**config.mk**
```make
export PLATFORM = sky130hd
export DESIGN_NAME = floppy_irq_cfg
export DESIGN_NICKNAME = d
export VERILOG_FILES = /design/src/design/fdc_cfg_pkg.sv /design/src/design/cfg_if.sv /design/src/design/floppy_io_decode.sv /design/src/design/pci_irq_router.sv /design/src/design/floppy_irq_cfg.sv
export SDC_FILE = /design/constraint.sdc
export NUM_CORES = 1
export LEC_CHECK = 0
export ABC_CLOCK_PERIOD_IN_PS = 4600
export BUFFER_PORTS_ARGS = -buffer_cell sky130_fd_sc_hd__buf_2
export CAP_MARGIN = 20
export CORE_MARGIN = 2
export CORE_UTILIZATION = 50
export CTS_BUF_LIST = sky130_fd_sc_hd__clkbuf_2
export CTS_CLUSTER_SIZE = 16
export DETAILED_ROUTE_END_ITERATION = 7
export GPL_TIMING_DRIVEN = 0
export PLACE_DENSITY = 0.83
export SLEW_MARGIN = 10
export SYNTH_ARGS = -nofsm -noshare
export SYNTH_HDL_FRONTEND = slang
export SYNTH_SLANG_ARGS = --single-unit
export TNS_END_PERCENT = 1
```
**constraint.sdc**
```tcl
create_clock -name mclk_i -period 4.6 [get_ports mclk_i]
set_input_delay 0.46 -clock mclk_i [delete_from_list [all_inputs] [get_ports mclk_i]]
set_output_delay 0.46 -clock mclk_i [all_outputs]
set_load 0.01 [all_outputs]
```
**src/design/fdc_cfg_pkg.sv**
```systemverilog
package fdc_cfg_pkg;
  localparam logic [7:0] FLOPPY_EN_OFS = 8'h4F;
  localparam logic [7:0] ROUTE_A_OFS = 8'h60;
  localparam logic [7:0] ROUTE_B_OFS = 8'h61;
  localparam logic [7:0] STATUS_LO_OFS = 8'h6A;
  localparam logic [7:0] STATUS_HI_OFS = 8'h6B;
  localparam logic [7:0] FLOPPY_EN_RESET = 8'h21;
  localparam logic [7:0] ROUTE_RESET = 8'h80;
  localparam logic [7:0] FLOPPY_EN_WMASK = 8'hFB;
  localparam logic [7:0] ROUTE_WMASK = 8'h8F;
  localparam int FPU_ERR_BIT = 7;
  localparam int MOUSE_BIT = 6;
  localparam int DOE_BIT = 5;
  localparam int RTC_ALE_BIT = 4;
  localparam int DOCK_BIT = 3;
  localparam int SEC_FLOPPY_BIT = 1;
  localparam int PRI_FLOPPY_BIT = 0;
  localparam int ROUTE_DIS_BIT = 7;
  localparam int FPU_IRQ_NUM = 13;
  localparam logic [15:0] PRI_FLOPPY_BASE = 16'h03F0;
  localparam logic [15:0] SEC_FLOPPY_BASE = 16'h0370;
  localparam logic [3:0] FLOPPY_HOLE = 4'h6;
  localparam logic [3:0] FLOPPY_LAST = 4'h7;
  localparam logic [15:0] ROUTE_LEGAL = 16'hDEF8;
  // synchroniser reset value: the three active-low pins start at their idle high level
  localparam logic [20:0] PIN_SYNC_RESET = 21'h000007;
endpackage : fdc_cfg_pkg

```
**src/design/cfg_if.sv**
```systemverilog
`timescale 1ns/10ps
interface cfg_if;
  logic [7:0] floppy_en;
  logic [7:0] route_a;
  logic [7:0] route_b;
  logic [1:0] pci_int_act;
  logic [15:0] xbus_irq;
  logic fpu_irq;
  logic [15:0] irq_mix;
  logic [15:0] io_addr;
  logic io_cycle;
  logic claim;
  modport regs (output floppy_en, route_a, route_b, pci_int_act, xbus_irq, fpu_irq,
                output io_addr, io_cycle, input irq_mix, claim);
  modport router (input route_a, route_b, pci_int_act, xbus_irq, fpu_irq, output irq_mix);
  modport decode (input floppy_en, io_addr, io_cycle, output claim);
endinterface : cfg_if

```
**src/design/floppy_io_decode.sv**
```systemverilog
`timescale 1ns/10ps
module floppy_io_decode
  import fdc_cfg_pkg::*;
(
  cfg_if.decode bus
);
  // one floppy window: eight ports with the one at offset 6 left to other devices
  function automatic logic hit(input logic [15:0] addr, input logic [15:0] base);
    hit = (addr[15:3] == base[15:3]) && (addr[2:0] != FLOPPY_HOLE[2:0]);
  endfunction : hit

  always_comb begin
    bus.claim = bus.io_cycle &&
      ((bus.floppy_en[PRI_FLOPPY_BIT] && hit(bus.io_addr, PRI_FLOPPY_BASE)) ||
       (bus.floppy_en[SEC_FLOPPY_BIT] && hit(bus.io_addr, SEC_FLOPPY_BASE)));
  end
endmodule : floppy_io_decode

```
**src/design/pci_irq_router.sv**
```systemverilog
`timescale 1ns/10ps
module pci_irq_router
  import fdc_cfg_pkg::*;
(
  cfg_if.router bus
);
  // one-hot target of a route register; reserved codes and disabled routes give none
  function automatic logic [15:0] target(input logic [7:0] route);
    logic [15:0] one;
    one = 16'h0001 << route[3:0];
    target = (route[ROUTE_DIS_BIT] || !ROUTE_LEGAL[route[3:0]]) ? 16'h0000 : one;
  endfunction : target

  logic [15:0] tgt_a;
  logic [15:0] tgt_b;
  logic [15:0] fpu_vec;

  always_comb begin
    tgt_a = target(bus.route_a);
    tgt_b = target(bus.route_b);
    fpu_vec = 16'h0000;
    fpu_vec[FPU_IRQ_NUM] = bus.fpu_irq;
    // routed inputs drop the expansion-bus source; shared targets are ored
    bus.irq_mix = ((bus.xbus_irq | fpu_vec) & ~(tgt_a | tgt_b)) |
                  (tgt_a & {16{bus.pci_int_act[0]}}) |
                  (tgt_b & {16{bus.pci_int_act[1]}});
  end
endmodule : pci_irq_router

```
**src/design/floppy_irq_cfg.sv**
```systemverilog
// Added by the designer: the address-and-strobe port.
`timescale 1ns/10ps
module floppy_irq_cfg
  import fdc_cfg_pkg::*;
(
  // clock and reset
  input wire logic mclk_i,
  input wire logic rst_i,
  // register port
  input wire logic [7:0] addr_i,
  input wire logic [7:0] wdata_i,
  input wire logic wr_i,
  input wire logic rd_i,
  output logic [7:0] rdata_o,
  // pci i/o decode, same clock
  input wire logic [15:0] io_addr_i,
  input wire logic io_cycle_i,
  output logic floppy_claim_o,
  // pins from outside
  input wire logic fpu_error_in_n_i,
  input wire logic [1:0] pci_int_line_n_i,
  input wire logic [15:0] xbus_irq_i,
  input wire logic xbus_clock_strap_i,
  input wire logic dock_req_event_pin_i,
  // internal sources, same clock
  input wire logic ignore_numeric_req_i,
  input wire logic disk_output_enable_n_i,
  input wire logic rtc_addr_latch_en_i,
  input wire logic sysmgmt_out_five_i,
  input wire logic sysmgmt_out_four_i,
  input wire logic board_dma_ack_two_n_i,
  input wire logic dock_dma_ack_n_i,
  // outputs
  output logic ignore_numeric_error_out_n_o,
  output logic [15:0] irq_o,
  output logic mouse_irq_select_o,
  output logic doe_sysmgmt_out_five_pin_o,
  output logic rtc_addr_latch_en_sysmgmt_out_four_pin_o,
  output logic dack_pin_n_o,
  output logic board_dma_req_two_o,
  output logic external_event_n_o
);
  cfg_if bus ();

  logic [7:0] floppy_en;
  logic [7:0] route_a;
  logic [7:0] route_b;
  logic next_strap;
  logic strap;
  logic strap_done;
  logic next_strap_done;
  logic [7:0] next_floppy_en;
  logic [7:0] next_route_a;
  logic [7:0] next_route_b;
  logic [7:0] next_rdata;

  // two-flop synchronisers for all pin inputs
  logic [20:0] sync1;
  logic [20:0] sync2;
  logic [20:0] pin_raw;
  assign pin_raw = {dock_req_event_pin_i, xbus_clock_strap_i, xbus_irq_i,
                    pci_int_line_n_i, fpu_error_in_n_i};

  always_ff @(posedge mclk_i or posedge rst_i) begin
    if (rst_i) begin
      sync1 <= PIN_SYNC_RESET;
      sync2 <= PIN_SYNC_RESET;
    end else begin
      sync1 <= pin_raw;
      sync2 <= sync1;
    end
  end

  logic fpu_err_act;
  logic [1:0] pci_act;
  logic [15:0] xbus_irq_s;
  logic strap_s;
  logic dock_pin_s;
  assign fpu_err_act = ~sync2[0];
  assign pci_act = ~sync2[2:1];
  assign xbus_irq_s = sync2[18:3];
  assign strap_s = sync2[19];
  assign dock_pin_s = sync2[20];

  // register file
  always_comb begin
    next_floppy_en = floppy_en;
    next_route_a = route_a;
    next_route_b = route_b;
    if (wr_i) begin
      unique case (addr_i)
        FLOPPY_EN_OFS: next_floppy_en = wdata_i & FLOPPY_EN_WMASK;
        ROUTE_A_OFS: next_route_a = wdata_i & ROUTE_WMASK;
        ROUTE_B_OFS: next_route_b = wdata_i & ROUTE_WMASK;
        default: ; // status and unmapped writes are dropped
      endcase
    end
  end

  always_ff @(posedge mclk_i or posedge rst_i) begin
    if (rst_i) begin
      floppy_en <= FLOPPY_EN_RESET;
      route_a <= ROUTE_RESET;
      route_b <= ROUTE_RESET;
    end else begin
      floppy_en <= next_floppy_en;
      route_a <= next_route_a;
      route_b <= next_route_b;
    end
  end

  // the strap is caught once, after the synchroniser has settled past reset
  logic [1:0] settle;
  logic [1:0] next_settle;
  always_comb begin
    next_settle = settle;
    next_strap = strap;
    next_strap_done = strap_done;
    if (settle != 2'h3) begin
      next_settle = settle + 2'h1;
    end else if (!strap_done) begin
      next_strap = strap_s;
      next_strap_done = 1'b1;
    end
  end

  always_ff @(posedge mclk_i or posedge rst_i) begin
    if (rst_i) begin
      settle <= 2'h0;
      strap <= 1'b0;
      strap_done <= 1'b0;
    end else begin
      settle <= next_settle;
      strap <= next_strap;
      strap_done <= next_strap_done;
    end
  end

  // read data stands the cycle after the strobe only
  always_comb begin
    next_rdata = 8'h00;
    if (rd_i) begin
      unique case (addr_i)
        FLOPPY_EN_OFS: next_rdata = floppy_en;
        ROUTE_A_OFS: next_rdata = route_a;
        ROUTE_B_OFS: next_rdata = route_b;
        STATUS_LO_OFS: next_rdata = {7'h00, strap};
        STATUS_HI_OFS: next_rdata = 8'h00;
        default: next_rdata = 8'h00;
      endcase
    end
  end

  // submodules
  assign bus.floppy_en = floppy_en;
  assign bus.route_a = route_a;
  assign bus.route_b = route_b;
  assign bus.pci_int_act = pci_act;
  assign bus.xbus_irq = xbus_irq_s;
  assign bus.fpu_irq = floppy_en[FPU_ERR_BIT] & fpu_err_act;
  assign bus.io_addr = io_addr_i;
  assign bus.io_cycle = io_cycle_i;

  floppy_io_decode u_decode (
    .bus(bus.decode)
  );

  pci_irq_router u_router (
    .bus(bus.router)
  );

  // pin function selects and registered outputs
  logic next_ignore_numeric_error_out_n_n;
  logic next_doe;
  logic next_ale;
  logic next_dack_n;
  logic next_drq;
  logic next_event_n;
  always_comb begin
    // ignore-numeric-error only asserts while the fpu error is present
    next_ignore_numeric_error_out_n_n = ~(floppy_en[FPU_ERR_BIT] & fpu_err_act & ignore_numeric_req_i);
    next_doe = floppy_en[DOE_BIT] ? disk_output_enable_n_i : sysmgmt_out_five_i;
    next_ale = floppy_en[RTC_ALE_BIT] ? rtc_addr_latch_en_i : sysmgmt_out_four_i;
    next_dack_n = floppy_en[DOCK_BIT] ? dock_dma_ack_n_i : board_dma_ack_two_n_i;
    next_drq = floppy_en[DOCK_BIT] ? 1'b0 : dock_pin_s;
    next_event_n = floppy_en[DOCK_BIT] ? dock_pin_s : 1'b1;
  end

  always_ff @(posedge mclk_i or posedge rst_i) begin
    if (rst_i) begin
      rdata_o <= 8'h00;
      floppy_claim_o <= 1'b0;
      irq_o <= 16'h0000;
      ignore_numeric_error_out_n_o <= 1'b1;
      mouse_irq_select_o <= 1'b0;
      doe_sysmgmt_out_five_pin_o <= 1'b0;
      rtc_addr_latch_en_sysmgmt_out_four_pin_o <= 1'b0;
      dack_pin_n_o <= 1'b1;
      board_dma_req_two_o <= 1'b0;
      external_event_n_o <= 1'b1;
    end else begin
      rdata_o <= next_rdata;
      floppy_claim_o <= bus.claim;
      irq_o <= bus.irq_mix;
      ignore_numeric_error_out_n_o <= next_ignore_numeric_error_out_n_n;
      mouse_irq_select_o <= floppy_en[MOUSE_BIT];
      doe_sysmgmt_out_five_pin_o <= next_doe;
      rtc_addr_latch_en_sysmgmt_out_four_pin_o <= next_ale;
      dack_pin_n_o <= next_dack_n;
      board_dma_req_two_o <= next_drq;
      external_event_n_o <= next_event_n;
    end
  end
endmodule : floppy_irq_cfg

```
==> results of run 1 <==
## sequential cells by signal, indices dropped and copies added (netlist names)
| name | cells |
|---|---|
| external_event_n_o | 1 |
| dack_pin_n_o | 1 |
| strap_done | 1 |
| board_dma_req_two_o | 1 |
| mouse_irq_select_o | 1 |
| bus.route_a | 5 |
| rdata_o | 8 |
| settle | 2 |
| sync2 | 21 |
| bus.floppy_en | 7 |
| strap | 1 |
| ignore_numeric_error_out_n_o | 1 |
| doe_sysmgmt_out_five_pin_o | 1 |
| rtc_addr_latch_en_sysmgmt_out_four_pin_o | 1 |
| irq_o | 16 |
| floppy_claim_o | 1 |
| sync1 | 21 |
| bus.route_b | 5 |
## cell families (layout without fill, tap and decap cells)
family                     after synthesis  in the layout  synth area share
adders and majority gates                1              1           0.00346
and+or+nand+nor                         85             85             0.166
DFF                                     95             95             0.661
xor gates and xnor gates                 1              1           0.00242
AOI/OAI and AO/OA                       26             26            0.0626
buffers and inverters                   13            149            0.0176
muxes                                   28             28            0.0864
## power by group through the flow
stage / sequential [W] / clock (W) / combinational, W
2_1_floorplan: 0.000908 / 0 / 0.0000604
3_3_place_gp: 0.000907 / 0 / 0.000117
3_5_place_dp: 0.000909 / 0 / 0.000126
4_1_cts: 0.000895 / 0.000425 / 0.000141
5_1_grt: 0.000899 / 0.000458 / 0.000155
6_report: 0.000895 / 0.000411 / 0.000140
## stage by stage
step,hold slack [ps],worst slack [ps],cells
2_1_floorplan,331,1680,249
6_report,125,2900,484
4_1_cts,83.4,2860,484
3_3_place_gp,332,898,444
5_1_grt,63.5,2810,484
3_5_place_dp,335,2750,445
## layer usage
metal	global-route usage	vias up
li1	-	1187
met1	0.253	1214
met2	0.321	108
met3	0.0425	20
met4	0.0963	0
met5	0	-
## worst paths after layout
kind                                     to  cells past startpoint
min reg2reg                        sync2[6]                      0
max                            dack_pin_n_o                      1
max reg2reg                       irq_o[10]                      4
min in group asynchronous  bus.floppy_en[4]                      3
max in group asynchronous    bus.route_a[7]                      4
min                        bus.floppy_en[4]                      2
## cell type report
cell class / count / area, µm²
multi-input combinational: 141 / 1160
timing repair buffer: 120 / 738
buffer: 11 / 56.3
fill: 592 / 2530
clock inverter: 6 / 68.8
tap: 99 / 124
inverter: 2 / 10.0
clock buffer: 10 / 50.0
sequential: 95 / 2390
## placed cells by master, fill, tap and decap left out, types with 6 or more instances in the layout
cell type      count
buf_2             99
dfrtp_1           82
mux2_2            26
dlygate4sd3_1     23
dfstp_2           13
nand2_1           12
clkbuf_2          10
o221ai_1           9
nor3b_1            9
nand3_1            9
clkbuf_1           6
or3_1              6
==> flow_summary_export.csv, run 1 <==
group,metric,value,unit
outcome,status,"finished clean",
sta,slew_viol_final,0,
critical_path,critical_path_arrival,1240,ps
critical_path,crit_fanout,1,
power_and_ir_drop,power.density,314,nW/µm²
logic_synthesis,ys_types,48,
power_and_ir_drop,p_comb_frac,0.097,
sta,rsz0062_at_grt,"no",
logic_synthesis,synth_top_flop_cell,"dfrtp_1",
sta,clock.fmax,0.589,GHz
clock_tree,clkTransAtPathRegs,260,ps
cells_and_area,final_core_util,0.645,
critical_path,slowest_delay,580,ps
clock_tree,clk_path_buf_depth,2,
critical_path,ff2ff_setup_slack,2940,ps
min_path,hold_class,"input pin to flop",
power_and_ir_drop,sw_frac_of_total,0.254,
logic_synthesis,synth_area_leaders,"dfrtp_1, dfstp_2, mux2_2",
route,routed_wl,7640,µm
critical_path,required,4140,ps
global_routing,grt_overflow,0,
floorplanning,ios,97,
critical_path,worst-path-buf-inv,1,
global_routing,grt_start_max_net_pins,53,
critical_path,crit_start,"dack_pin_n_o",
logic_synthesis,synth_edf_count,0,
clock_tree,numCtsBuffers,9,
clock_tree,tritoncts,"done",
logic_synthesis,synthArstFlopShare,1.00,
sta,fin_crit_sh,0.369,
route,drt-initial-drc-count,242,
sta,skew,23.4,ps
global_routing,grt_pass1_vias,2475,
floorplanning,die_h,89.1,µm
floorplanning,initial_core_util,0.507,
power_and_ir_drop,p_clk_frac,0.284,
sta,tightest_slew,558,ps
min_path,hp-start,"wdata_i[4]",
sta,tns,0,ps
power_and_ir_drop,cellLeakagePower,2.17,nW
cells_and_area,synthToLayoutAreaGrowth,27.2,%
floorplanning,coreArea,7140,µm²
sta,setup-violations-final,0,
route,highest_layer,"met4",
place,hpwl,5330,µm
cells_and_area,antenna_cells,0,
clock_tree,clock-sinks,95,
route,viasPerCell,5.23,
logic_synthesis,syn_avg_cell_area,14.5,µm²
logic_synthesis,yosysMostFrequentCell,"dfrtp_1",
route,drcViolationCount,0,
critical_path,crit_family,"flip-flops",
flow_run,cap_violations,0,
critical_path,reg2reg_from,"bus.route_b[7]",
clock_tree,htreeDepth,3,
logic_synthesis,syn-num-nets,315,
clock_tree,post_cts_buffers,0,
place,place.port_buffers,96,
route,m1WireLength,3080,µm
cells_and_area,fin_nets,446,
power_and_ir_drop,power.total,0.00145,W
sta,hold_viol_final,0,
floorplanning,rows,31,
logic_synthesis,yosys.area.top_type_share,0.567,
clock_tree,holdBufCountCts,23,
clock_tree,post_cts_resized,0,
global_routing,gr-usage-all-layers,0.197,
floorplanning,die_w,89.1,µm
route,routed-wl-met2,4010,µm
logic_synthesis,syn_area,3620,µm²
power_and_ir_drop,ir_drop,0.244,mV
critical_path,crit_slowest_cell,"dfstp_2",
logic_synthesis,synthCells,249,
global_routing,grt_pass1_wl,11600,µm
clock_tree,insertion_delay,540,ps
critical_path,cp-end-kind,"output pin",
power_and_ir_drop,power.switching,0.000367,W
power_and_ir_drop,pwr-share-seq,0.619,
floorplanning,fp.dieArea,7930,µm²
global_routing,antenna_found_initial,0,
place,post_dp_cell_area,4250,µm²
sta,slew_headroom,0.628,
route,wl_per_cell,15.8,µm
logic_synthesis,synth_commonest_cells,"dfrtp_1, mux2_2, dfstp_2",
route,wl_met3,356,µm
sta,period_needed,1700,ps
power_and_ir_drop,p_int,0.00108,W
critical_path,critPathKind,"flop to output pin",
critical_path,worstSetupStartpointType,"flop",
logic_synthesis,ys_warn_count,0,
clock_tree,cts_root_buf,"clkbuf_2",
route,num_vias,2529,
logic_synthesis,yosysTopAreaCell,"dfrtp_1",
cells_and_area,drive_gt1_frac,0.447,
logic_synthesis,synth-seq-area-share,0.661,
route,ant_nets,0,
place,place_congestion,0.886,
cells_and_area,fin_area,4600,µm²
route,drtPass1Iterations,4,
logic_synthesis,ys_ff_latch,95,
critical_path,crit_chain,"buf_2",
Note: power is estimated with default switching activity, not from simulation.
==> inputs of run 2 (changes only) <==
--- a/config.mk
+++ b/config.mk
@@ -5,7 +5,8 @@
 export SDC_FILE = /design/constraint.sdc
 export NUM_CORES = 1
 export LEC_CHECK = 0
-export ABC_CLOCK_PERIOD_IN_PS = 4600
+export ABC_AREA = 1
+export ABC_CLOCK_PERIOD_IN_PS = 1700
 export BUFFER_PORTS_ARGS = -buffer_cell sky130_fd_sc_hd__buf_2
 export CAP_MARGIN = 20
 export CORE_MARGIN = 2
==> constraint.sdc (replaced) <==
create_clock -name mclk_i -period 1.7 [get_ports mclk_i]
set_input_delay 0.17 -clock mclk_i [delete_from_list [all_inputs] [get_ports mclk_i]]
set_output_delay 0.17 -clock mclk_i [all_outputs]
set_load 0.01 [all_outputs]
==> run 2 against run 1 <==
  * Sequential power grew to 2.7 times the previous value
  * Die area grew 5.0%
  * Combinational power increased to 3.6 times the previous value
  * Sequential cell count unchanged
  * Worst hold slack lost 43 ps
  * Clock power rose to 2.5 times the previous value
  * Total power increased to 2.7 times the previous value
  * Wire length is 18% higher
  * First-iteration DRC count fell by 9.1%
  * Critical path type is now flop to flop
==> flow_summary_export.csv, run 2 <==
group,metric,value,unit
outcome,status,"finished clean",
floorplanning,die_h,91.3,µm
critical_path,required,2180,ps
power_and_ir_drop,power.density,781,nW/µm²
sta,slew_headroom,0.538,
route,wl_per_cell,13.6,µm
cells_and_area,fin_area,5090,µm²
sta,slew_viol_final,0,
critical_path,worstRegToRegCells,2,
clock_tree,insertion_delay,550,ps
logic_synthesis,yosysMostFrequentCell,"dfrtp_1",
place,post_dp_cell_area,4460,µm²
logic_synthesis,synth_edf_count,0,
sta,fin_crit_sh,0.941,
cells_and_area,fill_cells,542,
critical_path,critical_path_arrival,2080,ps
clock_tree,numCtsBuffers,9,
logic_synthesis,yosysTopAreaCell,"dfrtp_1",
power_and_ir_drop,p_int,0.00284,W
sta,clock.fmax,0.625,GHz
logic_synthesis,synthCells,397,
clock_tree,clk_path_buf_depth,2,
route,ant_nets,0,
sta,setup-violations-final,0,
sta,tns,0,ps
critical_path,worstSetupStartpointType,"flop",
min_path,hold_class,"input pin to flop",
critical_path,cp-end-kind,"flop",
sta,period_needed,1600,ps
sta,tightest_slew,691,ps
logic_synthesis,synth_commonest_cells,"dfrtp_1, nand2_1, nand3_1",
cells_and_area,final_cell_mix,"buf_2, dfrtp_1, nand2_1",
min_path,min_to,"rdata_o[7]",
floorplanning,rows,31,
route,viasPerCell,5.09,
clock_tree,clkTransAtPathRegs,270,ps
power_and_ir_drop,cellLeakagePower,2.49,nW
sta,rsz0062_at_grt,"no",
floorplanning,coreArea,7330,µm²
power_and_ir_drop,sw_frac_of_total,0.284,
cells_and_area,reg_top3,"sync1 (21), sync2 (21), irq_o (16)",
sta,hold_viol_final,0,
global_routing,antenna_found_initial,0,
sta,skew,18.5,ps
floorplanning,ios,97,
logic_synthesis,yosys.area.top_type_share,0.539,
logic_synthesis,synth_area_leaders,"dfrtp_1, dfstp_2, nand2_1",
clock_tree,cts_root_buf,"clkbuf_2",
cells_and_area,drive_gt1_frac,0.266,
logic_synthesis,syn_avg_cell_area,9.59,µm²
logic_synthesis,ys_ff_latch,95,
route,drcViolationCount,0,
min_path,hp-start,"addr_i[1]",
global_routing,grt_pass1_vias,3343,
route,num_vias,3368,
place,place.port_buffers,96,
clock_tree,tritoncts,"done",
place,hpwl,5890,µm
global_routing,grt_pass1_wl,15200,µm
route,drt-initial-drc-count,220,
logic_synthesis,syn-num-nets,463,
global_routing,gr-usage-all-layers,0.232,
cells_and_area,final_core_util,0.694,
cells_and_area,antenna_cells,0,
place,place_congestion,0.860,
critical_path,critPathKind,"flop to flop",
route,routed_wl,9020,µm
logic_synthesis,synth-seq-area-share,0.628,
cells_and_area,fin_nets,624,
route,drtPass1Iterations,5,
clock_tree,post_cts_buffers,0,
floorplanning,die_w,91.3,µm
critical_path,r2r-end,"doe_sysmgmt_out_five_pin_o",
clock_tree,htreeDepth,3,
power_and_ir_drop,pwr-share-seq,0.613,
critical_path,reg2reg_from,"bus.floppy_en[5]",
cells_and_area,synthToLayoutAreaGrowth,33.5,%
logic_synthesis,ys_types,33,
cells_and_area,mostFrequentLayoutCell,"buf_2",
logic_synthesis,synth_top_flop_cell,"dfrtp_1",
power_and_ir_drop,p_clk_frac,0.260,
power_and_ir_drop,power.switching,0.00113,W
global_routing,grt_overflow,0,
logic_synthesis,syn_area,3810,µm²
power_and_ir_drop,ir_drop,0.668,mV
sta,whs,81.4,ps
logic_synthesis,synthArstFlopShare,1.00,
global_routing,grt_start_max_net_pins,40,
min_path,holdPathStages,6,
critical_path,crit_fanout,3,
critical_path,ff2ff_setup_slack,100,ps
clock_tree,clock-sinks,95,
logic_synthesis,ys_warn_count,0,
flow_run,cap_violations,0,
power_and_ir_drop,p_comb_frac,0.128,
floorplanning,initial_core_util,0.520,
floorplanning,fp.dieArea,8330,µm²
run 2: cell count changes after synthesis, sizes merged, moves of 17 or more:
cell	delta
o21ai	+17
nor2	+52
nand3	+46
nand2	+65
inv	+39
mux2	-23
nand4	+18
run 2: how the worst max path moves through the flow:
| stage | end | cells past startpoint | slack (ps) | startpoint |
|---|---|---|---|---|
| 2_1_floorplan | board_dma_req_two_o | 1 | 420 | rst_i |
| 3_3_place_gp | rdata_o[5] | 2 | -80 | rst_i |
| 3_5_place_dp | irq_o[3] | 8 | 260 | bus.route_b[1] |
| 4_1_cts | doe_sysmgmt_out_five_pin_o | 2 | 160 | bus.floppy_en[5] |
| 5_1_grt | irq_o[3] | 8 | 50 | bus.route_b[1] |
| 6_report | doe_sysmgmt_out_five_pin_o | 2 | 100 | bus.floppy_en[5] |
run 2: logic make-up (layout without fill, tap and decap cells):
group / after synthesis / after routing / synth area share
fa+ha+maj: 1 / 1 / 0.00328
buf+inv: 57 / 223 / 0.0641
simple gates: 216 / 216 / 0.256
compound gates: 24 / 24 / 0.0375
xor+xnor: 1 / 1 / 0.00230
mux: 3 / 3 / 0.00887
flops: 95 / 95 / 0.628
run 2: stage by stage:
| stage | setup slack (ps) | power (W) | std cells |
|---|---|---|---|
| detailed placement | 263 | 0.00289 | 594 |
| global route | 54.2 | 0.00417 | 662 |
| global placement | -77.7 | 0.00286 | 592 |
| CTS | 162 | 0.00400 | 662 |
| floorplan | 421 | 0.00269 | 397 |
| finish | 100 | 0.00397 | 662 |
run 2: final cells by class:
class | count | area (µm²) | share of cell area
tap | 99 | 124 | 0.0244
sequential | 95 | 2390 | 0.471
inverter | 42 | 161 | 0.0317
clock inverter | 7 | 63.8 | 0.0125
timing repair buffer | 150 | 1040 | 0.205
multi-input combinational | 245 | 1170 | 0.230
clock buffer | 9 | 45.0 | 0.00886
buffer | 15 | 86.3 | 0.0170
run 2: repair_timing:
item / CTS / global route
resized for setup: 0 / 0
hold endpoints to repair: 82 / 0
setup endpoints to repair: 0 / 0
hold buffers: 52 / 0
run 2: per-layer routing:
| layer | wire length, µm | GRT usage | vias up | share of wire |
|---|---|---|---|---|
| met4 | 268 | 0.0934 | 0 | 0.030 |
| met3 | 530 | 0.0639 | 33 | 0.059 |
| li1 | - | - | 1607 | - |
| met1 | 3780 | 0.295 | 1581 | 0.42 |
| met5 | 0 | 0 | - | 0 |
| met2 | 4450 | 0.379 | 147 | 0.49 |
run 2: power by group through the flow:
| stage | clock [W] | combinational (W) | sequential, W |
|---|---|---|---|
| after floorplan | 0 | 0.000219 | 0.00247 |
| after global placement | 0 | 0.000395 | 0.00247 |
| after detailed placement | 0 | 0.000419 | 0.00247 |
| after CTS | 0.00107 | 0.000498 | 0.00243 |
| after global routing | 0.00117 | 0.000562 | 0.00245 |
| final | 0.00103 | 0.000508 | 0.00243 |
run 2: critical path, stage by stage (launching register included):
cell	delay (ps)
dfstp_2	620
mux2_2	350
dlygate4sd3_1	580
